<file path="src/verilog/edo_ctrl_pkg.sv">
/*
 Constants, types and state encodings for the EDO DRAM controller.
 Assumes a 40 MHz core clock and a 256K x 16 EDO DRAM on the pins.
*/
// Notes on behaviour
// - Wait 200 us, then eight wake-up refreshes.
// - Repeat wake-up after refresh period overrun; the code repeats the eight refreshes without the 200 us wait.
// - Precharge both strobes high before new cycle.
// - Write enable high through read hold time.
// - Tied-low output enable forbids late writes.
// - Write command is write enable falling.
// - Output enable high during late writes.
// - Hidden refresh may follow a write.
// - Page cycle time between column strobe edges.
// - Refresh all 512 rows every 8 ms.
package edo_ctrl_pkg;
    localparam int CLK_MHZ = 40;
    localparam int WAKE_US = 200;
    localparam int WAKE_CYCLES = WAKE_US * CLK_MHZ;
    localparam int WAKE_REFRESHES = 8;
    localparam int REFRESH_PERIOD_MS = 8;
    localparam int REFRESH_ROWS = 512;
    localparam int REFRESH_INTERVAL_CYCLES =
        (REFRESH_PERIOD_MS * 1000 * CLK_MHZ) / REFRESH_ROWS;
    localparam int PHASE_CYCLES = 1;
    localparam int ADDR_W = 9;
    localparam int DATA_W = 16;
    localparam logic [4:0] TIMER_RESET = 5'h00;
    typedef enum {
        ST_WAKE_WAIT, ST_WAKE_REF, ST_IDLE, ST_ROW, ST_COL, ST_DATA,
        ST_RMW_WR, ST_RELEASE, ST_PRECHARGE, ST_REF_CAS, ST_REF_RAS
    } ctrl_state_type;
    typedef struct packed {
        logic write;
        logic late;
        logic [1:0] byte_en;
        logic [ADDR_W-1:0] row;
        logic [ADDR_W-1:0] col;
        logic [DATA_W-1:0] wdata;
    } mem_req_type;
    typedef struct packed {
        logic row_strobe_n;
        logic lower_byte_col_strobe_n;
        logic upper_byte_col_strobe_n;
        logic write_en_n;
        logic out_en_n;
        logic [ADDR_W-1:0] addr;
    } dram_pins_type;
endpackage

</file>
<file path="src/verilog/edo_dram_cycle_control.sv">
/*
 Host controller for an EDO page-mode DRAM with two byte column strobes.
 Assumes a requester on core_clk_in and the DRAM pins driven directly;
 each state but ST_WAKE_WAIT and ST_IDLE lasts one 25 ns cycle, which meets the slowest grade.
*/
`timescale 1ns/1ps
module edo_dram_cycle_control #(
    parameter int WAKE_CYCLES = edo_ctrl_pkg::WAKE_CYCLES
) (
    input wire logic core_clk_in,
    input wire logic reset_in,
    input wire logic req_valid_in,
    input wire edo_ctrl_pkg::mem_req_type req_in,
    output logic req_ready_out,
    output logic rdata_valid_out,
    output logic [edo_ctrl_pkg::DATA_W-1:0] rdata_out,
    output logic init_done_out,
    output edo_ctrl_pkg::dram_pins_type pins_out,
    input wire logic [edo_ctrl_pkg::DATA_W-1:0] dq_in,
    output logic [edo_ctrl_pkg::DATA_W-1:0] dq_out,
    output logic [1:0] dq_oe_out
);
    edo_ctrl_pkg::ctrl_state_type state_q, state_d;
    edo_ctrl_pkg::mem_req_type cur_q, cur_d;
    edo_ctrl_pkg::dram_pins_type pins_q, pins_d;
    logic [15:0] wait_q, wait_d;
    logic [3:0] wake_q, wake_d;
    logic [15:0] dq_s1_q, dq_s2_q;
    logic [15:0] rdata_q, rdata_d;
    logic rvalid_q, rvalid_d;
    logic init_q, init_d;
    logic [1:0] oe_q, oe_d;
    logic [15:0] dout_q, dout_d;
    logic refresh_pending, refresh_overrun, served;

    edo_refresh_timer #(
        .INTERVAL(edo_ctrl_pkg::REFRESH_INTERVAL_CYCLES)
    ) u_timer (
        .core_clk_in(core_clk_in),
        .reset_in(reset_in),
        .served_in(served),
        .pending_out(refresh_pending),
        .overrun_out(refresh_overrun)
    );

    always_ff @(posedge core_clk_in)
    begin
        dq_s1_q <= dq_in;
        dq_s2_q <= dq_s1_q;
    end

    always_comb
    begin
        state_d = state_q;
        cur_d = cur_q;
        pins_d = pins_q;
        wait_d = wait_q;
        wake_d = wake_q;
        rdata_d = rdata_q;
        rvalid_d = 1'b0;
        init_d = init_q;
        oe_d = oe_q;
        dout_d = dout_q;
        served = 1'b0;
        case (state_q)
            edo_ctrl_pkg::ST_WAKE_WAIT:
            begin
                wait_d = wait_q + 16'h0001;
                if (wait_q >= 16'(WAKE_CYCLES - 1))
                begin
                    wait_d = 16'h0000;
                    wake_d = 4'h0;
                    state_d = edo_ctrl_pkg::ST_REF_CAS;
                end
            end
            edo_ctrl_pkg::ST_IDLE:
            begin
                if (refresh_overrun)
                begin
                    init_d = 1'b0;
                    wake_d = 4'h0;
                    state_d = edo_ctrl_pkg::ST_REF_CAS;
                end
                else if (refresh_pending)
                begin
                    wake_d = 4'(edo_ctrl_pkg::WAKE_REFRESHES - 1);
                    state_d = edo_ctrl_pkg::ST_REF_CAS;
                end
                else if (req_valid_in)
                begin
                    cur_d = req_in;
                    pins_d.addr = req_in.row;
                    pins_d.write_en_n = 1'b1;
                    state_d = edo_ctrl_pkg::ST_ROW;
                end
            end
            edo_ctrl_pkg::ST_ROW:
            begin
                pins_d.row_strobe_n = 1'b0;
                pins_d.addr = cur_q.col;
                // Early write drops write enable before the column strobe
                pins_d.write_en_n = ~(cur_q.write & ~cur_q.late);
                pins_d.out_en_n = cur_q.write;
                if (cur_q.write & ~cur_q.late)
                begin
                    oe_d = cur_q.byte_en;
                    dout_d = cur_q.wdata;
                end
                state_d = edo_ctrl_pkg::ST_COL;
            end
            edo_ctrl_pkg::ST_COL:
            begin
                pins_d.lower_byte_col_strobe_n = ~cur_q.byte_en[0];
                pins_d.upper_byte_col_strobe_n = ~cur_q.byte_en[1];
                state_d = edo_ctrl_pkg::ST_DATA;
            end
            edo_ctrl_pkg::ST_DATA:
            begin
                if (cur_q.write & cur_q.late)
                begin
                    // Late write: output enable high, write enable falls now
                    pins_d.write_en_n = 1'b0;
                    oe_d = cur_q.byte_en;
                    dout_d = cur_q.wdata;
                end
                // Extra cycle lets read data pass the pin synchroniser
                state_d = edo_ctrl_pkg::ST_RMW_WR;
            end
            edo_ctrl_pkg::ST_RMW_WR:
            begin
                state_d = edo_ctrl_pkg::ST_RELEASE;
            end
            edo_ctrl_pkg::ST_RELEASE:
            begin
                // Write enable stays high on reads until strobes rise
                pins_d.row_strobe_n = 1'b1;
                pins_d.lower_byte_col_strobe_n = 1'b1;
                pins_d.upper_byte_col_strobe_n = 1'b1;
                if (~cur_q.write)
                begin
                    rdata_d = dq_s2_q;
                    rvalid_d = 1'b1;
                end
                state_d = edo_ctrl_pkg::ST_PRECHARGE;
            end
            edo_ctrl_pkg::ST_PRECHARGE:
            begin
                // One cycle with both strobes high clears held data
                pins_d.write_en_n = 1'b1;
                pins_d.out_en_n = 1'b1;
                oe_d = 2'b00;
                if (wake_q < 4'(edo_ctrl_pkg::WAKE_REFRESHES))
                begin
                    state_d = edo_ctrl_pkg::ST_REF_CAS;
                end
                else
                begin
                    state_d = edo_ctrl_pkg::ST_IDLE;
                end
            end
            edo_ctrl_pkg::ST_REF_CAS:
            begin
                // Column strobes before row strobe select internal counter
                pins_d.lower_byte_col_strobe_n = 1'b0;
                pins_d.upper_byte_col_strobe_n = 1'b0;
                pins_d.write_en_n = 1'b1;
                pins_d.out_en_n = 1'b1;
                state_d = edo_ctrl_pkg::ST_REF_RAS;
            end
            edo_ctrl_pkg::ST_REF_RAS:
            begin
                pins_d.row_strobe_n = 1'b0;
                served = 1'b1;
                wake_d = wake_q + 4'h1;
                if (wake_q == 4'(edo_ctrl_pkg::WAKE_REFRESHES - 1))
                begin
                    init_d = 1'b1;
                    wake_d = 4'(edo_ctrl_pkg::WAKE_REFRESHES);
                end
                cur_d.write = 1'b1;
                state_d = edo_ctrl_pkg::ST_RELEASE;
            end
            default:
            begin
                state_d = edo_ctrl_pkg::ST_WAKE_WAIT;
            end
        endcase
    end

    always_ff @(posedge core_clk_in)
    begin
        if (reset_in)
        begin
            state_q <= edo_ctrl_pkg::ST_WAKE_WAIT;
            cur_q <= '0;
            pins_q <= '{1'b1, 1'b1, 1'b1, 1'b1, 1'b1, 9'h000};
            wait_q <= 16'h0000;
            wake_q <= 4'h0;
            rdata_q <= 16'h0000;
            rvalid_q <= 1'b0;
            init_q <= 1'b0;
            oe_q <= 2'b00;
            dout_q <= 16'h0000;
        end
        else
        begin
            state_q <= state_d;
            cur_q <= cur_d;
            pins_q <= pins_d;
            wait_q <= wait_d;
            wake_q <= wake_d;
            rdata_q <= rdata_d;
            rvalid_q <= rvalid_d;
            init_q <= init_d;
            oe_q <= oe_d;
            dout_q <= dout_d;
        end
    end

    assign req_ready_out = (state_q == edo_ctrl_pkg::ST_IDLE) & ~refresh_pending
        & ~refresh_overrun;
    assign rdata_valid_out = rvalid_q;
    assign rdata_out = rdata_q;
    assign init_done_out = init_q;
    assign pins_out = pins_q;
    assign dq_out = dout_q;
    assign dq_oe_out = oe_q;
endmodule // edo_dram_cycle_control

</file>
<file path="src/verilog/edo_refresh_timer.sv">
/*
 Refresh interval timer: raises a refresh request every interval and holds it until served.
 Assumes the main controller clears the pending flag when served.
*/
`timescale 1ns/1ps
module edo_refresh_timer #(
    parameter int INTERVAL = edo_ctrl_pkg::REFRESH_INTERVAL_CYCLES
) (
    input wire logic core_clk_in,
    input wire logic reset_in,
    input wire logic served_in,
    output logic pending_out,
    output logic overrun_out
);
    logic [15:0] count_q, count_d;
    logic pend_q, pend_d;
    logic over_q, over_d;
    always_comb
    begin
        count_d = count_q + 16'h0001;
        pend_d = pend_q & ~served_in;
        over_d = over_q;
        if (count_q >= 16'(INTERVAL - 1))
        begin
            count_d = 16'h0000;
            pend_d = 1'b1;
            over_d = pend_q & ~served_in;
        end
        if (served_in)
        begin
            over_d = 1'b0;
        end
    end
    always_ff @(posedge core_clk_in)
    begin
        if (reset_in)
        begin
            count_q <= 16'h0000;
            pend_q <= 1'b0;
            over_q <= 1'b0;
        end
        else
        begin
            count_q <= count_d;
            pend_q <= pend_d;
            over_q <= over_d;
        end
    end
    assign pending_out = pend_q;
    assign overrun_out = over_q;
endmodule // edo_refresh_timer

</file>
<file path="config.mk">
export PLATFORM = sky130hd
export DESIGN_NAME = edo_dram_cycle_control
export DESIGN_NICKNAME = d
export VERILOG_FILES = /design/src/verilog/edo_ctrl_pkg.sv /design/src/verilog/edo_dram_cycle_control.sv /design/src/verilog/edo_refresh_timer.sv
export SDC_FILE = /design/constraint.sdc
export NUM_CORES = 1
export LEC_CHECK = 0
export ABC_AREA = 0
export BUFFER_PORTS_ARGS = -buffer_cell sky130_fd_sc_hd__buf_2
export CAP_MARGIN = 30
export CORE_MARGIN = 3
export CORE_UTILIZATION = 35
export CTS_BUF_LIST = sky130_fd_sc_hd__clkbuf_4
export CTS_CLUSTER_DIAMETER = 200
export DETAILED_ROUTE_END_ITERATION = 8
export HOLD_SLACK_MARGIN = 0.05
export PLACE_DENSITY = 0.57
export SKIP_LAST_GASP = 1
export SLEW_MARGIN = 40
export SYNTH_ARGS = -nofsm -noshare
export SYNTH_HDL_FRONTEND = slang
export SYNTH_SLANG_ARGS = --single-unit
</file>
<file path="constraint.sdc">
create_clock -name core_clk_in -period 3.26 [get_ports core_clk_in]
set_input_delay 0.163 -clock core_clk_in [delete_from_list [all_inputs] [get_ports core_clk_in]]
set_output_delay 0.163 -clock core_clk_in [all_outputs]
set_load 0.03 [all_outputs]
</file>
==> results.md, run 1 <==
- Synth area leader: dfxtp_1
- Drt total wl: 12700 um
- Final period util: 74.3%
- CTS Buf Count: 17
- VDD IR max: ~0.00034 V
- XOR/XNOR share of the synthesized area: 0.943%
- Register bit count reported by yosys: 153
- Cts repair resizes: 0
- Antenna violations before repair: 0
- Mean Syn Cell Area: 9.12 um2
- Mux contribution to synthesized area: between 5 and 6%
- Top Ports: 108
- Starting density of the core: 36.3%
- Ys flop type: dfxtp_1
- Most frequent cells in the layout: dfxtp_1 (153), nand2_1 (111), buf_2 (107)
- DRC: 0
- Synth Area in Adders: 0.898%
- CTS root buffer: clkbuf_4
- Final ANT Viol Nets: 0
- Share of cells above drive strength 1: between 10% and 20%
- Final setup violation count: 0
- Final TNS setup: 0 ps
- Tightest Hold Check Type: input port to register
- Critical path data arrival time: 2840 ps
- DR iter-0 viols: 186
- Max transition margin: 48.6%
- Post-synth EDFFs: 0
- Width of the die: 132 um
- Max_cap viols: 0
- Post-Place Cells: just over 900
- Top post-synthesis cells by area: dfxtp_1 (55%), nand2_1 (7.5%), a21oi_1 (6.1%)
- Fin crit period: 2420 ps
- Pre-antenna DRT Iters: 4
- Max frequency: around 410 MHz
- Pwr Density: 487 nW/um2
- Vias per cell: around 4.7
- Commonest non-fill, non-tap cell in the layout: dfxtp_1
- Multi-input logic area: 2310 um2
- P_leak: 2.78 nW
- Yosys top cell area share: 55.0%
- Yosys warning count: 0
- Via count: 4701
- Simple-gate area share of the yosys netlist: 19.8%
- Worst-path clk slew: 120 ps
- Die H: 132 um
- CP peak stage delay: 680 ps
- Nets@finish: around 830
- Setup Skew: between 10 and 15 ps
- Number of placement rows: 45
- FF+latch area: 3060 um2
- # diodes: 0
- P&R area growth vs syn: 27.8%
- Global-route wire length before repair: 21000 um
- Pin count of the biggest net entering global routing: between 80 and 90
- Crit path capture type: register
- Clock Tree Buf Depth: 2
- Gr usage total: 14.6%
- Final Hold Vio Count: 0
- Least-Margin Pin Slew: 770 ps
- Most frequent CP cell: mux2i_1
- CTS tree: yes
- Number of fill cells: 1489
- Main combinational cell family by area after synthesis: simple AND/OR/NAND/NOR gates
- Core area: 15400 um2
- Finished Layout Cells: 995
- Later-pin clock latency in the skew report: 540 ps
- Per-cell routed wire length: 12.7 um
- RSZ-0062 raised after global routing: false
- Critical path type: register to register
- CP Max Fanout: 16
- Worst Setup Start Kind: register
- CP max stage cell: dfxtp_1
- Sequential cell area fraction in the yosys report: 55.0%
- Ys async rst share: 0%
- Syn Inst Count: 611
- Worst path required time: around 3700 ps
- Area fraction in compound gates after synthesis: 13.8%
- Synth unique cells: 52
- Total grt overflow: 0
- Die area: 17500 um2
- Hpwl dp: between 8000 and 9000 um
- Cells along the critical path: nor2b_1, mux2i_1, nor3b_2, buf_4, mux2i_1, nor2_1
- Clk sinks: approximately 150
- Number of global-route vias before repair: approximately 4400
- Status: completed
- Max-slew violation count: 0
- Synthesized area: 5570 um2
- IO Port Bufs: 107
- Gpl congestion: 0.851
- H-tree levels: 4
## flip-flops by register name, indices dropped and copies added, names as in the netlist, 2 cells and up
register / flops
cur_q: 29
rdata_out: 16
state_q: 4
dq_oe_out: 2
dq_out: 16
dq_s1_q: 16
pins_out: 14
wake_q: 4
u_timer.count_q: 16
wait_q: 16
dq_s2_q: 16
## metrics by stage
stage	setup WS [ps]	area, um2	total power [mW]	utilization (%)	hold slack (ps)
final	837	7120	3.47	46.3	250
after global routing	647	7120	3.65	46.3	187
after CTS	842	7120	3.52	46.3	177
after detailed placement	882	6270	2.32	40.8	267
after global placement	935	6270	2.31	40.8	265
after floorplan	1560	5590	2.23	-	191
## synthesized netlist by cell type (all sizes together) (7+ instances only)
library cell and n:
a211oi 12, o21ai 20, inv 16, a31oi 7, nor3 12, nor2 57
buf 17, clkbuf 15, mux2i 30, nand2 111, nand3 15, dfxtp 153
or3 10, a21oi 68
## critical path, delay by kind of cell, from the launching register on
| family | cells | cell delay [ps] |
|---|---|---|
| flops | 1 | 680 |
| simple gates | 3 | 860 |
| buf+inv | 1 | 380 |
| mux | 2 | 370 |
## per-layer routing
metal / vias to the layer above / GRT usage [%] / wire length [um]
li1: 2415 / - / -
met1: 2137 / 19.5 / 6010
met2: 136 / 22.1 / 5660
met3: 13 / 5.73 / 878
met4: 0 / 4.33 / 119
met5: - / 0 / 0
## area by class of cell
type | instances | area share [%]
clock buffers | 18 | 1.90
clock inverters | 13 | 2.07
inverters | 16 | 0.843
multi-input cells | 415 | 32.4
flip-flops and latches | 153 | 43.0
well taps | 211 | 3.71
repair buffers | 169 | 16.1
## logic make-up (layout without fill, tap and decap cells)
logic type                 after synthesis  after routing
and+or+nand+nor                        241            241
DFF                                    153            153
AOI/OAI and AO/OA                      128            128
buffers and inverters                   48            216
muxes                                   30             30
xor gates and xnor gates                 6              6
adders and majority gates                4              4
other                                    1              6
## timing repair
| action | 4_1_cts | 5_1_grt |
|---|---|---|
| buffers inserted | 0 | 0 |
| hold buffers | 56 | 0 |
| endpoints found under the hold margin | 60 | 0 |
## final timing paths
kind / depth (start not counted) / start / slack [ps] / end
setup reg to reg: 6 / state_q[2] / 840 / dq_out[8]
setup / recovery: 6 / state_q[2] / 840 / dq_out[8]
hold / removal: 2 / dq_in[14] / 250 / dq_s1_q[14]
hold reg to reg: 0 / dq_s1_q[4] / 340 / dq_s2_q[4]
## power breakdown
part | internal [mW] | leakage [nW] | switching (mW)
clock | 0.469 | 0.153 | 0.669
combinational | 0.158 | 1.38 | 0.179
sequential | 1.93 | 1.25 | 0.0688
No activity file was read; power rests on OpenSTA's default activity.
==> run 2: changes to the inputs <==
--- a/config.mk
+++ b/config.mk
@@ -14,7 +14,7 @@
 export CTS_CLUSTER_DIAMETER = 200
 export DETAILED_ROUTE_END_ITERATION = 8
 export HOLD_SLACK_MARGIN = 0.05
-export PLACE_DENSITY = 0.57
+export PLACE_DENSITY = 0.59
 export SKIP_LAST_GASP = 1
 export SLEW_MARGIN = 40
 export SYNTH_ARGS = -nofsm -noshare
==> constraint.sdc (replaced) <==
create_clock -name core_clk_in -period 2 [get_ports core_clk_in]
set_input_delay 0.1 -clock core_clk_in [delete_from_list [all_inputs] [get_ports core_clk_in]]
set_output_delay 0.1 -clock core_clk_in [all_outputs]
set_load 0.03 [all_outputs]
==> run 2 against run 1 <==
Against the previous run: critical endpoint is now req_ready_out; wire length is 2.9% higher; largest cell class unchanged; first-iteration DRC count grew 74%; via count increased by 2.3%; critical path type is now register to primary output.
==> results.md, run 2 (synthesis results as in run 1) <==
- Status: completed
- Vias per cell: approximately 4.7
- Reg-to-reg startpoint: wait_q[0]
- Number of global-route vias before repair: 4787
- Worst hold stages: 2
- H-tree levels: 4
- Tightest Hold Check Type: input port to register
- Per-cell routed wire length: 12.8 um
- Worst Setup Start Kind: register
- Reg2reg path depth: 8
- Antenna violations before repair: 0
- Gpl congestion: 0.813
- Global-route wire length before repair: around 22000 um
- Critical path type: register to primary output
- Pin count of the biggest net entering global routing: 54
- Final setup violation count: 0
- RSZ-0062 raised after global routing: false
- Final ANT Viol Nets: 0
- Core area: 15400 um2
- Setup Skew: 14.0 ps
- Highest metal used: met4
- Drt total wl: around 13000 um
- Later-pin clock latency in the skew report: 530 ps
- Critical path data arrival time: 1750 ps
- Worst path required time: 1900 ps
- Final Hold Vio Count: 0
- R2R Path End: wait_q[4]
- Die H: 132 um
- Metal-1 WL: 6050 um
- Clock Tree Buf Depth: 2
- Max transition margin: 54.1%
- Final period util: 92.3%
- Via count: 4808
- Max_cap viols: 0
- CTS Buf Count: 17
- CP Max Fanout: 5
- Max reg flops: 29
- Max-slew violation count: 0
- Hold Crit Start: dq_in[15]
- Final TNS setup: 0 ps
- Number of placement rows: 45
- Gr usage total: 15.2%
- Total grt overflow: 0
- Share of cells above drive strength 1: roughly 22%
- Hpwl dp: roughly 9000 um
- Pre-antenna DRT Iters: 6
- P_leak: 2.90 nW
- Flop2flop setup slack: 230 ps
- Most frequent cells in the layout: dfxtp_1 (150), nand2_1 (111), buf_2 (107)
- P&R area growth vs syn: 31.7%
- Width of the die: 132 um
- Starting density of the core: 36.3%
- IO Port Bufs: 107
- Nets@finish: between 800 and 900
- Least-Margin Pin Slew: 686 ps
- VDD IR max: 0.000643 V
- Register name with the most flops: cur_q
- DRC: 0
- Met2 WL post-DR: 5990 um
- # diodes: 0
- Max frequency: between 500 and 600 MHz
- WHS Endpoint: dq_s1_q[15]
- Crit path capture type: primary output
- CTS root buffer: clkbuf_4
- Met3 wire len: 778 um
- Worst-path clk slew: 120 ps
- Power Total: 5.99 mW
- Fin crit period: 1850 ps
- DR iter-0 viols: 323
- Commonest non-fill, non-tap cell in the layout: dfxtp_1
- CTS tree: yes
- Die area: 17500 um2
- Clk sinks: 153
- Top Ports: around 110
- Pwr Density: 816 nW/um2
==> run 2: final cells by class <==
type	count	area [um2]
flip-flops and latches	153	3070
repair buffers	189	1300
clock inverters	14	198
fillers	1453	8030
clock buffers	18	135
well taps	211	264
multi-input cells	415	2310
inverters	16	60.1
==> run 2: worst max path at each step <==
stage,start,endpoint,slack [ps],cells after the start
6_report,u_timer.overrun_out,req_ready_out,150,3
5_1_grt,wait_q[0],wait_q[5],30,8
4_1_cts,state_q[1],req_ready_out,20,3
3_5_place_dp,wait_q[0],wake_q[3],110,6
3_3_place_gp,wait_q[0],wake_q[3],180,6
2_1_floorplan,wait_q[0],wait_q[4],300,6
==> run 2: critical path, cell delays in order (launching register included) <==
cell     delay [ps]
dfxtp_1         370
nor2_2          290
and3_2          330
buf_2           230
==> run 2: power by group <==
group	total [mW]	internal (mW)	switching, mW
sequential	3.23	3.14	0.0837
combinational	0.647	0.312	0.335
clock	2.12	1.02	1.10
total	5.99	4.47	1.52
==> run 2: what timing repair did <==
action,CTS,global route
hold buffers,56,0
setup endpoints to repair,1,16
pin swaps,0,1
hold endpoints to repair,77,0
gates cloned,0,0
resized for setup,2,4
buffers inserted,0,2
==> run 2: through the flow <==
| stage | util (%) | hold slack, ps | instance area (um2) | std cells | setup WS [ps] |
|---|---|---|---|---|---|
| global placement | 41.8 | 203 | 6420 | 926 | 183 |
| detailed placement | 41.8 | 204 | 6420 | 926 | 109 |
| floorplan | - | 128 | 5590 | 616 | 296 |
| CTS | 47.6 | 117 | 7320 | 1014 | 21.4 |
| finish | 47.8 | 189 | 7340 | 1016 | 153 |
| global route | 47.8 | 124 | 7340 | 1016 | 25.2 |
==> run 2: metal layers <==
| layer | vias up | GRT usage, % |
|---|---|---|
| met3 | 18 | 4.92 |
| met4 | 0 | 6.06 |
| met1 | 2199 | 18.7 |
| met2 | 144 | 24.6 |
| li1 | 2447 | - |
| met5 | - | 0 |
==> run 3: changes to the inputs <==
--- a/config.mk
+++ b/config.mk
@@ -14,7 +14,6 @@
 export CTS_CLUSTER_DIAMETER = 200
 export DETAILED_ROUTE_END_ITERATION = 8
 export HOLD_SLACK_MARGIN = 0.05
-export PLACE_DENSITY = 0.59
 export SKIP_LAST_GASP = 1
 export SLEW_MARGIN = 40
 export SYNTH_ARGS = -nofsm -noshare
==> run 3 against run 2 <==
Against the previous run: wire length grew 3.0%; combinational power grew 2%; largest power group unchanged; sequential power is essentially flat; clock skew rose by 1.4 ps; non-clock buffer count fell by 1; setup slack worse by 53 ps; first-iteration DRC count is 18% lower; fmax fell by 2.8%; clock-buffer cell count fell by 1; critical path type unchanged.
==> results.md, run 3 (synthesis results as in run 1) <==
- Status: completed
- DR iter-0 viols: 265
- Cells along the critical path: and2b_1, and3_2, buf_2
- Vias per cell: 4.81
- Commonest non-fill, non-tap cell in the layout: dfxtp_1
- Per-cell routed wire length: 13.3 um
- Global-route wire length before repair: between 20000 and 25000 um
- Later-pin clock latency in the skew report: 540 ps
- VDD IR max: roughly 0.00076 V
- Critical path type: register to primary output
- Final setup violation count: 0
- CTS root buffer: clkbuf_4
- Pre-antenna DRT Iters: 4
- Max-slew violation count: 0
- CTS tree: yes
- Hpwl dp: 9020 um
- Max reg flops: 29
- Worst Setup Start Kind: register
- Die area: 17500 um2
- Gr usage total: 15.6%
- Pin count of the biggest net entering global routing: 43
- Width of the die: 132 um
- Clk sinks: between 150 and 200
- Register name with the most flops: cur_q
- Nets@finish: 852
- Most frequent cells in the layout: dfxtp_1 (151), nand2_1 (111), buf_2 (107)
- Clock Tree Buf Depth: 2
- Worst path required time: roughly 1900 ps
- Final Hold Vio Count: 0
- Crit path buf inv count: 1
- Top Ports: 108
- Starting density of the core: 36.3%
- Pwr Density: 778 nW/um2
- Setup Skew: 15.5 ps
- Worst-path clk slew: about 120 ps
- Max frequency: 526 MHz
- Final ANT Viol Nets: 0
- Max transition margin: 62.9%
- P_leak: 2.88 nW
- Fin crit period: 1900 ps
- Worst hold-check slack: between 150 and 200 ps
- Via count: between 4000 and 5000
- P&R area growth vs syn: 30.7%
- Number of global-route vias before repair: 4787
- Gpl congestion: 0.828
- Die H: 132 um
- RSZ-0062 raised after global routing: true
- Number of placement rows: 45
- Crit path capture type: primary output
- # diodes: 0
- CTS Buf Count: 17
- DRC: 0
- Finished Layout Cells: 1013
- Tightest Hold Check Type: input port to register
- Core area: around 15000 um2
- Top delay family on crit path: simple AND/OR/NAND/NOR gates
- Critical path data arrival time: approximately 1800 ps
- Drt total wl: 13400 um
- Least-Margin Pin Slew: 552 ps
- CP peak stage delay: 490 ps
- CP Max Fanout: 6
- Final period util: a little over nine tenths
- Share of cells above drive strength 1: around 22%
- CP max stage cell: dfxtp_1
- H-tree levels: 4
- Post-Place Cells: 924
- Total grt overflow: 0
- Max_cap viols: 0
- IO Port Bufs: 107
- Final Core Density: 47.4%
- Antenna violations before repair: 0
-- run 3: final timing paths --
kind	slack (ps)	startpoint	to	cells past startpoint
max	100	state_q[2]	req_ready_out	3
min	180	dq_in[2]	dq_s1_q[2]	2
max reg2reg	220	state_q[2]	wake_q[1]	8
min reg2reg	340	dq_s1_q[4]	dq_s2_q[4]	0
-- run 3: area by class of cell --
class                      instances  area [um2]
inverter                          16        60.1
multi-input combinational        415        2320
fill                            1445        8090
tap                              211         264
sequential                       153        3070
clock buffer                      17         128
timing repair buffer             188        1320
clock inverter                    13         130
-- run 3: worst register-to-register path, stage by stage (launching register included) --
cell and delay (ps):
dfxtp_1 400, buf_4 200, nor4_4 160, buf_4 210, o211ai_1 100, buf_4 170, buf_4 130, and3_1 130
a211oi_1 190
-- run 3: through the flow --
step                      setup slack (ps)  total power, mW  setup TNS, ps  instance area, um2
after floorplan                        296             3.64              0                5590
after detailed placement               124             3.82              0                6430
after CTS                             3.97             5.68              0                7250
after global placement                 161             3.81              0                6430
final                                  101             5.67              0                7280
after global routing                 -35.1             5.97          -35.1                7280
-- run 3: report_power, final --
part / switching [mW] / internal (mW)
registers: 0.0849 / 3.14
clock network: 1.06 / 0.722
logic: 0.337 / 0.324
-- run 3: timing repair --
| item | in CTS | in global routing |
|---|---|---|
| buffers inserted | 0 | 3 |
| endpoints found under the hold margin | 64 | 0 |
| hold buffers | 56 | 0 |
| endpoints found under the setup margin | 1 | 21 |
| pin swaps | 0 | 1 |
| resized for setup | 2 | 4 |
-- run 3: layer usage --
metal,GRT usage [%],vias up,routed length (um)
met5,0,-,0
met2,25.5,135,6300
met1,18.9,2255,5960
li1,-,2454,-
met4,5.54,0,301
met3,5.73,26,872
